## src/aci_pkg.sv

```systemverilog
// Constants shared by the audio control I2C register port.
// Assumes one 100 MHz core clock; SCL and SDA arrive asynchronously from the host.
package aci_pkg;
    localparam logic [5:0] ACI_ADDR_FIXED = 6'h09;   // 001001
    localparam logic [5:0] ACI_LAST_REG = 6'h24;
    localparam int ACI_NUM_REGS = 37;
    localparam logic [5:0] ACI_CNT_RESET = 6'h00;
    localparam logic [2:0] ACI_BIT_LAST = 3'h7;
    // Register defaults: all zero except 02H bit 0
    localparam logic [7:0] ACI_DEF_REG02 = 8'h01;
    localparam logic [5:0] ACI_IDX_REG02 = 6'h02;
    localparam logic [7:0] ACI_DEF_OTHER = 8'h00;
    localparam int ACI_SYNC_STAGES = 3;
endpackage

```

## src/aci_i2c_port.sv

```systemverilog
// I2C slave port for the codec control registers, with the register file.
// Assumes SCL/SDA from a host, open-drain SDA resolved outside; power-down pin is async.
`timescale 1ns/1ps
module aci_i2c_port
(
    input wire logic core_clk,          // 100 MHz core clock
    input wire logic rst,               // Async reset, active high
    input wire logic powerDownPin_n,    // Power-down pin, active low
    input wire logic deviceAddressSelectPin, // Address-select strap
    input wire logic sclIn,             // SCL from host
    input wire logic sdaIn,             // SDA wire level
    output logic sdaOut,                // SDA output value (always 0)
    output logic sdaOe,                 // SDA pull low when high
    output logic [7:0] regFlat [0:36],  // Control register contents
    output logic busBusy                // Addressed transfer in progress
);
    typedef enum logic [5:0]
    {
        ACI_IDLE = 6'b000001,
        ACI_ADDR = 6'b000010,
        ACI_ACK = 6'b000100,
        ACI_RXB = 6'b001000,
        ACI_TXB = 6'b010000,
        ACI_MACK = 6'b100000
    } aci_state_e;

    // ==========================================================
    // Input synchronisers
    logic [2:0] sclSync_r;
    logic [2:0] sdaSync_r;
    logic [2:0] pdnSync_r;
    logic [2:0] selSync_r;
    logic sclLvl_r;
    logic sdaLvl_r;
    logic pdnLvl_r;
    logic selLvl_r;

    // Three stages; a level counts once stages two and three agree
    always_ff @(posedge core_clk or posedge rst)
    begin
        if (rst)
        begin
            sclSync_r <= 3'h7;
            sdaSync_r <= 3'h7;
            pdnSync_r <= 3'h0;
            selSync_r <= 3'h0;
        end
        else
        begin
            sclSync_r <= {sclSync_r[1:0], sclIn};
            sdaSync_r <= {sdaSync_r[1:0], sdaIn};
            pdnSync_r <= {pdnSync_r[1:0], powerDownPin_n};
            selSync_r <= {selSync_r[1:0], deviceAddressSelectPin};
        end
    end

    // Filtered levels update only when the last two stages agree
    always_ff @(posedge core_clk or posedge rst)
    begin
        if (rst)
        begin
            sclLvl_r <= 1'b1;
            sdaLvl_r <= 1'b1;
            pdnLvl_r <= 1'b0;
            selLvl_r <= 1'b0;
        end
        else
        begin
            if (sclSync_r[1] == sclSync_r[2])
                sclLvl_r <= sclSync_r[2];
            if (sdaSync_r[1] == sdaSync_r[2])
                sdaLvl_r <= sdaSync_r[2];
            if (pdnSync_r[1] == pdnSync_r[2])
                pdnLvl_r <= pdnSync_r[2];
            if (selSync_r[1] == selSync_r[2])
                selLvl_r <= selSync_r[2];
        end
    end

    logic sclNew;
    logic sdaNew;
    logic sclRise;
    logic sclFall;
    logic startSeen;
    logic stopSeen;
    logic pdnActive;
    assign sclNew = (sclSync_r[1] == sclSync_r[2]) ? sclSync_r[2] : sclLvl_r;
    assign sdaNew = (sdaSync_r[1] == sdaSync_r[2]) ? sdaSync_r[2] : sdaLvl_r;
    assign sclRise = sclNew & ~sclLvl_r;
    assign sclFall = ~sclNew & sclLvl_r;
    assign startSeen = sclLvl_r & sclNew & sdaLvl_r & ~sdaNew;
    assign stopSeen = sclLvl_r & sclNew & ~sdaLvl_r & sdaNew;
    assign pdnActive = ~pdnLvl_r;

    // ==========================================================
    // Protocol engine
    aci_state_e state_r;
    logic [2:0] bitCnt_r;
    logic [7:0] shift_r;
    logic isRead_r;
    logic haveRegAddr_r;
    logic [5:0] addrCnt_r;
    logic ackDrive_r;
    logic [7:0] txByte_r;

    function automatic logic [5:0] nextAddr(input logic [5:0] a);
        nextAddr = (a >= aci_pkg::ACI_LAST_REG) ? aci_pkg::ACI_CNT_RESET : a + 6'h01;
    endfunction

    function automatic logic addrMatch(input logic [6:0] a, input logic sel);
        addrMatch = (a[6:1] == aci_pkg::ACI_ADDR_FIXED) && (a[0] == sel);
    endfunction

    logic [7:0] rxByte;
    assign rxByte = {shift_r[6:0], sdaLvl_r};

    logic wrStrobe;
    logic [5:0] wrAddr;
    logic [7:0] wrData;

    // Counter beyond the last register reads as zero, never as an unknown
    logic [7:0] curReg;
    assign curReg = (addrCnt_r > aci_pkg::ACI_LAST_REG) ? 8'h00 : regFlat[addrCnt_r];

    // Eighth bit has been shifted in when the counter wrapped to zero after a rise
    logic byteDone_r;
    function automatic logic haveByte(input aci_state_e s);
        haveByte = byteDone_r && (s == ACI_ADDR || s == ACI_RXB);
    endfunction

    // Tracks that eight rises have been seen in the current byte
    always_ff @(posedge core_clk or posedge rst)
    begin
        if (rst)
            byteDone_r <= 1'b0;
        else if (startSeen || pdnActive || sclFall)
            byteDone_r <= 1'b0;
        else if (sclRise && bitCnt_r == aci_pkg::ACI_BIT_LAST && (state_r == ACI_ADDR || state_r == ACI_RXB))
            byteDone_r <= 1'b1;
    end

    // Byte engine: bits sampled on SCL rise, SDA changed after SCL fall
    always_ff @(posedge core_clk or posedge rst)
    begin
        if (rst)
        begin
            state_r <= ACI_IDLE;
            bitCnt_r <= 3'h0;
            shift_r <= 8'h00;
            isRead_r <= 1'b0;
            haveRegAddr_r <= 1'b0;
            addrCnt_r <= aci_pkg::ACI_CNT_RESET;
            ackDrive_r <= 1'b0;
            txByte_r <= 8'h00;
            wrStrobe <= 1'b0;
            wrAddr <= 6'h00;
            wrData <= 8'h00;
        end
        else if (pdnActive)
        begin
            state_r <= ACI_IDLE;
            addrCnt_r <= aci_pkg::ACI_CNT_RESET;
            ackDrive_r <= 1'b0;
            wrStrobe <= 1'b0;
        end
        else
        begin
            wrStrobe <= 1'b0;
            if (startSeen)
            begin
                state_r <= ACI_ADDR;
                bitCnt_r <= 3'h0;
                ackDrive_r <= 1'b0;
            end
            else if (stopSeen)
            begin
                state_r <= ACI_IDLE;
                ackDrive_r <= 1'b0;
            end
            else
            begin
                unique case (state_r)
                    ACI_IDLE:
                    begin
                        ackDrive_r <= 1'b0;
                    end
                    ACI_ADDR, ACI_RXB:
                    begin
                        if (sclRise)
                        begin
                            shift_r <= rxByte;
                            bitCnt_r <= bitCnt_r + 3'h1;
                        end
                        // After the eighth rise, decide on the following fall
                        if (sclFall && bitCnt_r == 3'h0 && haveByte(state_r))
                        begin
                            if (state_r == ACI_ADDR)
                            begin
                                if (addrMatch(shift_r[7:1], selLvl_r))
                                begin
                                    isRead_r <= shift_r[0];
                                    haveRegAddr_r <= 1'b0;
                                    ackDrive_r <= 1'b1;
                                    state_r <= ACI_ACK;
                                end
                                else
                                    state_r <= ACI_IDLE;
                            end
                            else
                            begin
                                if (!haveRegAddr_r)
                                begin
                                    addrCnt_r <= shift_r[5:0];
                                    haveRegAddr_r <= 1'b1;
                                end
                                else
                                begin
                                    wrStrobe <= 1'b1;
                                    wrAddr <= addrCnt_r;
                                    wrData <= shift_r;
                                    addrCnt_r <= nextAddr(addrCnt_r);
                                end
                                ackDrive_r <= 1'b1;
                                state_r <= ACI_ACK;
                            end
                        end
                    end
                    ACI_ACK:
                    begin
                        // Ack held through the host's ninth pulse; on its fall released for a write, or set to data bit 7 for a read
                        if (sclFall)
                        begin
                            bitCnt_r <= 3'h0;
                            if (isRead_r)
                            begin
                                txByte_r <= curReg;
                                addrCnt_r <= nextAddr(addrCnt_r);
                                ackDrive_r <= ~curReg[7];
                                state_r <= ACI_TXB;
                            end
                            else
                            begin
                                ackDrive_r <= 1'b0;
                                state_r <= ACI_RXB;
                            end
                        end
                    end
                    ACI_TXB:
                    begin
                        if (sclFall)
                        begin
                            bitCnt_r <= bitCnt_r + 3'h1;
                            if (bitCnt_r == aci_pkg::ACI_BIT_LAST)
                            begin
                                ackDrive_r <= 1'b0; // release for host ack
                                state_r <= ACI_MACK;
                            end
                            else
                                ackDrive_r <= ~txByte_r[3'h6 - bitCnt_r];
                        end
                    end
                    ACI_MACK:
                    begin
                        if (sclRise)
                            shift_r[0] <= sdaNew;
                        if (sclFall)
                        begin
                            bitCnt_r <= 3'h0;
                            if (!shift_r[0])
                            begin
                                txByte_r <= curReg;
                                addrCnt_r <= nextAddr(addrCnt_r);
                                ackDrive_r <= ~curReg[7];
                                state_r <= ACI_TXB;
                            end
                            else
                                state_r <= ACI_IDLE;
                        end
                    end
                    default:
                        state_r <= ACI_IDLE;
                endcase
            end
        end
    end

    // ==========================================================
    // Register file; defaults restored while the power-down pin is low
    genvar gi;
    generate
        for (gi = 0; gi < aci_pkg::ACI_NUM_REGS; gi++)
        begin : g_reg
            localparam logic [7:0] DEF = (gi == aci_pkg::ACI_IDX_REG02) ?
                aci_pkg::ACI_DEF_REG02 : aci_pkg::ACI_DEF_OTHER;
            always_ff @(posedge core_clk or posedge rst)
            begin
                if (rst)
                    regFlat[gi] <= DEF;
                else if (pdnActive)
                    regFlat[gi] <= DEF;
                else if (wrStrobe && wrAddr == 6'(gi))
                    regFlat[gi] <= wrData;
            end
        end
    endgenerate

    // SDA and busy outputs straight from flops
    always_ff @(posedge core_clk or posedge rst)
    begin
        if (rst)
        begin
            sdaOe <= 1'b0;
            sdaOut <= 1'b0;
            busBusy <= 1'b0;
        end
        else
        begin
            sdaOe <= ackDrive_r & ~pdnActive; // Open drain: only ever pulls low
            sdaOut <= 1'b0;
            busBusy <= (state_r != ACI_IDLE) && (state_r != ACI_ADDR);
        end
    end

    // ==========================================================
    // Assertions
    a_silent_idle: assert property (@(posedge core_clk) disable iff (rst)
        (state_r == ACI_IDLE) |=> !sdaOe)
        else $error("SDA driven while idle");
    a_stop_release: assert property (@(posedge core_clk) disable iff (rst)
        stopSeen |=> ##1 !sdaOe)
        else $error("SDA still driven after STOP");
    a_start_addr: assert property (@(posedge core_clk) disable iff (rst || pdnActive)
        startSeen |=> state_r == ACI_ADDR)
        else $error("START not taken");
    a_pdn_counter: assert property (@(posedge core_clk) disable iff (rst)
        pdnActive |=> addrCnt_r == aci_pkg::ACI_CNT_RESET)
        else $error("Counter not cleared in power-down");
    a_pdn_defaults: assert property (@(posedge core_clk) disable iff (rst)
        pdnActive |=> regFlat[2] == aci_pkg::ACI_DEF_REG02 && regFlat[0] == 8'h00)
        else $error("Defaults not restored");
    a_wr_incr: assert property (@(posedge core_clk) disable iff (rst || pdnActive)
        wrStrobe |-> addrCnt_r == nextAddr(wrAddr))
        else $error("Counter did not advance after write");
    // Host may name an address above the map, so only the wrap itself is pinned
    a_counter_range: assert property (@(posedge core_clk) disable iff (rst || pdnActive)
        wrStrobe && wrAddr == aci_pkg::ACI_LAST_REG |-> addrCnt_r == aci_pkg::ACI_CNT_RESET)
        else $error("Counter did not wrap after last register");
    // START and STOP release the pull two cycles later, so they are exempt
    a_sda_stable: assert property (@(posedge core_clk) disable iff (rst)
        $changed(sdaOe) && !$past(pdnActive) && !$past(stopSeen, 2) && !$past(startSeen, 2) |-> !sclLvl_r)
        else $error("SDA changed while SCL high");
    a_ack_match: assert property (@(posedge core_clk) disable iff (rst || pdnActive)
        (state_r == ACI_ADDR) ##1 (state_r == ACI_ACK) |-> $past(addrMatch(shift_r[7:1], selLvl_r)))
        else $error("Ack without address match");

    c_write: cover property (@(posedge core_clk) disable iff (rst) wrStrobe);
    c_read: cover property (@(posedge core_clk) disable iff (rst) state_r == ACI_TXB);
    c_seq_read: cover property (@(posedge core_clk) disable iff (rst)
        state_r == ACI_MACK ##1 state_r == ACI_TXB);
    c_wrap: cover property (@(posedge core_clk) disable iff (rst) wrStrobe && wrAddr == aci_pkg::ACI_LAST_REG);
endmodule

```

## config.mk

```make
export PLATFORM = sky130hd
export DESIGN_NAME = aci_i2c_port
export DESIGN_NICKNAME = d
export VERILOG_FILES = /design/src/aci_pkg.sv /design/src/aci_i2c_port.sv
export SDC_FILE = /design/constraint.sdc
export NUM_CORES = 1
export LEC_CHECK = 0
export ABC_CLOCK_PERIOD_IN_PS = 13600
export BUFFER_PORTS_ARGS = -buffer_cell sky130_fd_sc_hd__buf_2
export CAP_MARGIN = 25
export CORE_MARGIN = 10
export CORE_UTILIZATION = 57
export DETAILED_ROUTE_END_ITERATION = 10
export PLACE_DENSITY_LB_ADDON = 0.2
export SLEW_MARGIN = 20
export SYNTH_ARGS = -nofsm -noshare
export SYNTH_HDL_FRONTEND = slang
export SYNTH_SLANG_ARGS = --single-unit
```

## constraint.sdc

```tcl
create_clock -name core_clk -period 13.6 [get_ports core_clk]
set_input_delay 1.36 -clock core_clk [delete_from_list [all_inputs] [get_ports core_clk]]
set_output_delay 1.36 -clock core_clk [all_outputs]
set_load 0.01 [all_outputs]
```

Word level (Yosys, flattened, before mapping). Index checks and enable logic that the tools add are counted.

Bits in registers: 364. Bits of input ports: 6. Word-level logic and storage cells: 413.

$add $sub $neg: 3. Order comparisons: 4. Eq/ne operators: 117. Mux-type cells: 145. Bitwise operators: 19. Reduce and logical (&&, ||, !) cells: 65.

Operator list (number): $mux 8 (81); $mux 6 (20); $eq 6x5->1 const B (17); $ne 2x1->1 const B (38); $eq 6x4->1 const B (10); $bmux 8 s6 (1); $logic_and 1x1->1 (44); $eq 6x6->1 const B (6); $eq 6x3->1 const B (5); $ne 5x5->1 const B (6); $pmux 6 s5 (1); $mux 1 (28); $ne 3x3->1 const B (8); $reduce_and 6->1 (4); $reduce_and 7->1 (3); $eq 6x2->1 const B (3); $mux 3 (6); $ne 2x2->1 const B (9); $pmux 6 s3 (1); $pmux 8 s2 (1); $eq 6x1->1 const B (2); $mux 5 (2); $not 1->1 (10); $pmux 3 s3 (1); other kinds (30) (46).

Logic depth before layout (Yosys ltp).
Depth in word-level cells: 12. Depth in mapped cells: 10.

Worst setup path after synthesis. No wires, ideal clock.

Path kind: register -> register. From: reg sdaLvl_r. To: reg wrAddr[5]. Arrival time: 2.048 ns. Required time: 13.475 ns. Path slack: 11.427 ns. Stages on the path, launching flop included: 9. Cell sequence: dfstp_2 > or3b_4 > a21oi_4 > nor2b_4 > and3_1 > and3_1 > buf_6 > buf_6 > mux2_4.

Longest elaborated chain between the ends: 5. Elaborated cells on any way between the ends: 10. Those cells by class: mux: 1; bitwise: 8; reduce/logical: 1.

RTL lines: start, declared (line aci_i2c_port.sv:34) `logic sdaLvl_r;`; start signal, assigned (line aci_i2c_port.sv:72) `sdaLvl_r <= sdaSync_r[2];`; $not 1->1 / $mux 1 (equally long branches); $and 1x1->1 / $not 1->1 (equally long branches) (line aci_i2c_port.sv:92, aci_i2c_port.sv:91); $and 1x1->1, on equally long branches (line aci_i2c_port.sv:92, aci_i2c_port.sv:91); $not 1->1 (no source line); $reduce_and 7->1 (no source line) *; end signal, assigned (line aci_i2c_port.sv:219) `wrAddr <= addrCnt_r;`; end, declared (line aci_i2c_port.sv:118) `logic [5:0] wrAddr;`.

Mark *: on every way between the ends. The rest lies on a longest branch, timed or not. A chain may end at the register's enable or synchronous reset.

Final worst setup path.
From: reg addrCnt_r[0]. To: reg txByte_r[5].

Longest elaborated chain between the ends: 8. Elaborated cells on any way between the ends: 11. Those cells by class: order compare: 1; mux: 9; bitwise: 1.

RTL lines: start, declared (line aci_i2c_port.sv:102) `logic [5:0] addrCnt_r;`; start signal, assigned (line aci_i2c_port.sv:152) `addrCnt_r <= aci_pkg::ACI_CNT_RESET;`; start signal, assigned (line aci_i2c_port.sv:162) `addrCnt_r <= aci_pkg::ACI_CNT_RESET;`; start signal, assigned (line aci_i2c_port.sv:213) `addrCnt_r <= shift_r[5:0];`; $not 6->7 (implied by the code) (line aci_i2c_port.sv:123) `assign curReg = (addrCnt_r > aci_pkg::ACI_LAST_REG) ? 8'h00 : regFlat[addrCnt_r];`; $bmux 8 s6 (line aci_i2c_port.sv:123); $mux 8 (implied by the code) (2 in series) (line aci_i2c_port.sv:123); $mux 8 * (line aci_i2c_port.sv:123); $mux 8, on equally long branches (line aci_i2c_port.sv:269, aci_i2c_port.sv:234); $mux 8, on equally long branches (line aci_i2c_port.sv:266, aci_i2c_port.sv:231); $pmux 8 s2 * (line aci_i2c_port.sv:182) `unique case (state_r)`; end signal, assigned (line aci_i2c_port.sv:236) `txByte_r <= curReg;`; end signal, assigned (line aci_i2c_port.sv:271) `txByte_r <= curReg;`; end, declared (line aci_i2c_port.sv:104) `logic [7:0] txByte_r;`.

Mark *: on every way between the ends. The rest lies on a longest branch, timed or not. The select of a mux whose other input is x is not followed.

==> run_results.csv <==
group,metric,value,unit
timing,max_freq,290,MHz
clock_tree,hold_buffers,0,
cells_and_area,fillers,2527,
yosys,synth_top_area_share,47.3,%
cells_and_area,final_common_cell,"dfrtp_1",
routing,detail-route-antenna-nets,0,
timing,clock-skew-final,28.7,ps
pwr,max-vdd-ir-drop,79.8,µV
routing,wl_per_cell,26.7,µm
clock_tree,cts_tree,"built",
routing,viasPerCell,6.40,
yosys,avgSynthCellArea,11.2,µm²
yosys,seq_area_frac_synth,48.7,%
place,placed_cell_area,20400,µm²
floorplanning,dieArea,40500,µm²
clock_tree,cts-buffers-inserted,40,
routing,vias,15165,
floorplanning,ios,305,
cells_and_area,fin_area,21900,µm²
global_route,grt_use_met2,48.7,%
cells_and_area,num-nets-final,1908,
setup_path,cpMaxStageDelayCell,"dfrtp_4",
floorplanning,die_h,201,µm
timing,fin_crit,3450,ps
timing,fin_tns_setup,0,ps
pwr,seqPwrFrac,46.4,%
global_route,grt_pass1_vias,15190,
pwr,pwr-share-comb,4.6,%
cells_and_area,utilization,67.4,%
floorplanning,rows,66,
global_route,antenna_found_initial,0,
routing,drt_first_pass_iters,5,
global_route,grt_use_met1,38.9,%
clock_tree,clock_sinks,364,
setup_path,cp-end-kind,"flip-flop",
pwr,power_leakage,9.95,nW
yosys,yosys.area.top_type,"dfrtp_1",
clock_tree,clock_latency,530,ps
status,outcome,"finished clean",
floorplanning,core,32500,µm²
timing,tightest_slew,1040,ps
place,gp_congestion,0.991,
timing,setup_viol,0,
yosys,synth_cell_type_count,68,
routing,drt_iter0_drc,1605,
place,dpl.hpwl,43800,µm
yosys,syn-cell-area,18700,µm²
timing,fin_crit_sh,25.4,%
yosys,synth_seq_cells,364,
cells_and_area,mostFrequentLayoutCells,"dfrtp_1 (351), buf_2 (304), nand2_1 (198)",
setup_path,crit_required,13990,ps
global_route,busiest_layer,"met2",
routing,drc_errors,0,
global_route,grt_overflow,0,
setup_path,crit_path_start_kind,"flip-flop",
yosys,async_flop_share,100,%
global_route,grt_max_degree,169,
job,cap_violations,0,
cells_and_area,n_antenna_cell,0,
clock_tree,root_buffer,"clkbuf_16",
clock_tree,cts_resized,0,
pwr,swShare,22.0,%
floorplanning,die-width,201,µm
yosys,postSynthCellCount,1668,
global_route,met3_usage,6.25,%
global_route,grt_use_total,30.4,%
yosys,ys_warn_count,0,
pwr,clock_power_share,49.1,%
setup_path,crit_arrival,3840,ps
setup_path,crit_fanout,48,
cells_and_area,syn_to_final_growth,16.7,%
timing,slew_viol_final,0,
clock_tree,clk_pin_slew_worst_paths,70,ps
timing,max-slew-margin-rel,30.6,%
yosys,synth-edff-count,0,
setup_path,crit_type,"reg -> reg",
timing,hold_violations,0,
pwr,p_switching,0.526,mW
clock_tree,htree_levels,2,
clock_tree,clockBufferDepth,3,
timing,rsz0062_at_grt,"false",
setup_path,slowest_delay,880,ps
global_route,grt_pass1_wl,95800,µm
floorplanning,start_util,57.7,%
yosys,synthTopCellsByArea,"dfrtp_1 (47%), mux2i_1 (8.7%), mux4_2 (8.2%)",
min_path,min_path_type,"reg -> reg",
cells_and_area,drive_gt1_share,28.0,%
pwr,powerDensity,109,nW/µm²
pwr,internal-power,1.87,mW
yosys,dominantRegCellSynth,"dfrtp_1",
setup_path,crit_chain,"buf_4 > mux4_1 > mux4_2 > nor2b_1 > mux2i_1 > o211ai_1",
yosys,syn_nets,1679,
place,io_buffer_count,303,
routing,wirelength,63400,µm
clock_tree,postCtsSetupBuffers,0,
-- through the flow --
step | setup WS, ps | hold WS [ps] | power, mW | cells
final | 10150 | 351 | 2.39 | 2369
after global routing | 9920 | 360 | 2.46 | 2369
after CTS | 10130 | 356 | 2.40 | 2367
after detailed placement | 10140 | 344 | 1.24 | 2295
after global placement | 10260 | 332 | 1.23 | 2294
after floorplan | 2150 | 331 | 1.21 | 1668
-- Yosys cell counts (all sizes together), types with 10 or more instances --
master	n
a21boi	144
and2	11
buf	38
clkbuf	105
dfrtp	354
dfstp	10
inv	13
mux2	31
mux2i	163
mux4	79
nand2	198
nand3	149
nor2	37
nor2b	167
nor3	15
o2111ai	10
o21ai	47
-- sequential cells by signal, summed over array words and instances (netlist names), 3 cells and up --
| register | cells |
|---|---|
| wrData | 8 |
| shift_r | 8 |
| txByte_r | 8 |
| pdnSync_r | 3 |
| wrAddr | 6 |
| selSync_r | 3 |
| state_r | 6 |
| bitCnt_r | 3 |
| addrCnt_r | 6 |
| sdaSync_r | 3 |
| sclSync_r | 3 |
| regFlat | 296 |
-- cell families (layout without fill, tap and decap cells) --
kind of cell    count (synthesis)  in the layout  synth area share, %
other cells                     1              1               0.0200
flops                         364            364                 48.7
xor+xnor                        7              7                0.327
buf+inv                       156            415                 3.67
fa+ha+maj                       9              9                0.547
simple gates                  608            608                 16.6
compound gates                250            250                 9.67
mux                           273            273                 20.5
-- final timing paths --
path / slack, ps / cells past startpoint / end / startpoint
worst min register to register: 350 / 0 / pdnSync_r[1] / pdnSync_r[0]
max in group asynchronous: 11090 / 3 / pdnLvl_r / rst
min in group asynchronous: 970 / 2 / regFlat[98] / rst
worst min-delay path: 350 / 0 / pdnSync_r[1] / pdnSync_r[0]
worst max-delay path: 10150 / 6 / txByte_r[5] / addrCnt_r[0]
worst max register to register: 10150 / 6 / txByte_r[5] / addrCnt_r[0]
-- power groups by stage --
stage | registers [mW] | logic [mW] | clock network [mW]
finish | 1.11 | 0.110 | 1.17
global route | 1.11 | 0.119 | 1.23
global placement | 1.13 | 0.106 | 0
floorplan | 1.12 | 0.0919 | 0
detailed placement | 1.13 | 0.109 | 0
CTS | 1.11 | 0.109 | 1.18
-- metal layers --
metal	up-vias	share of wire, %
li1	6381	-
met5	-	0
met4	0	5.2
met1	7764	38
met3	160	8.7
met2	860	48
-- critical path: cells and delay by family, from the launching register on --
kind	cells	cell delay [ps]
AO/OA/AOI/OAI	1	120
buffers and inverters	1	790
flip-flops	1	880
AND/OR/NAND/NOR	1	150
multiplexers	3	1310
-- final cells by class --
cell class / count / area, µm² / area share (%)
flip-flops and latches: 364 / 9130 / 41.7
multi-input cells: 1148 / 8950 / 40.9
repair buffers: 330 / 1750 / 7.98
clock buffers: 57 / 1210 / 5.51
well taps: 442 / 553 / 2.53
clock inverters: 15 / 230 / 1.05
inverters: 13 / 56.3 / 0.257
No activity file was read; power rests on OpenSTA's default activity.
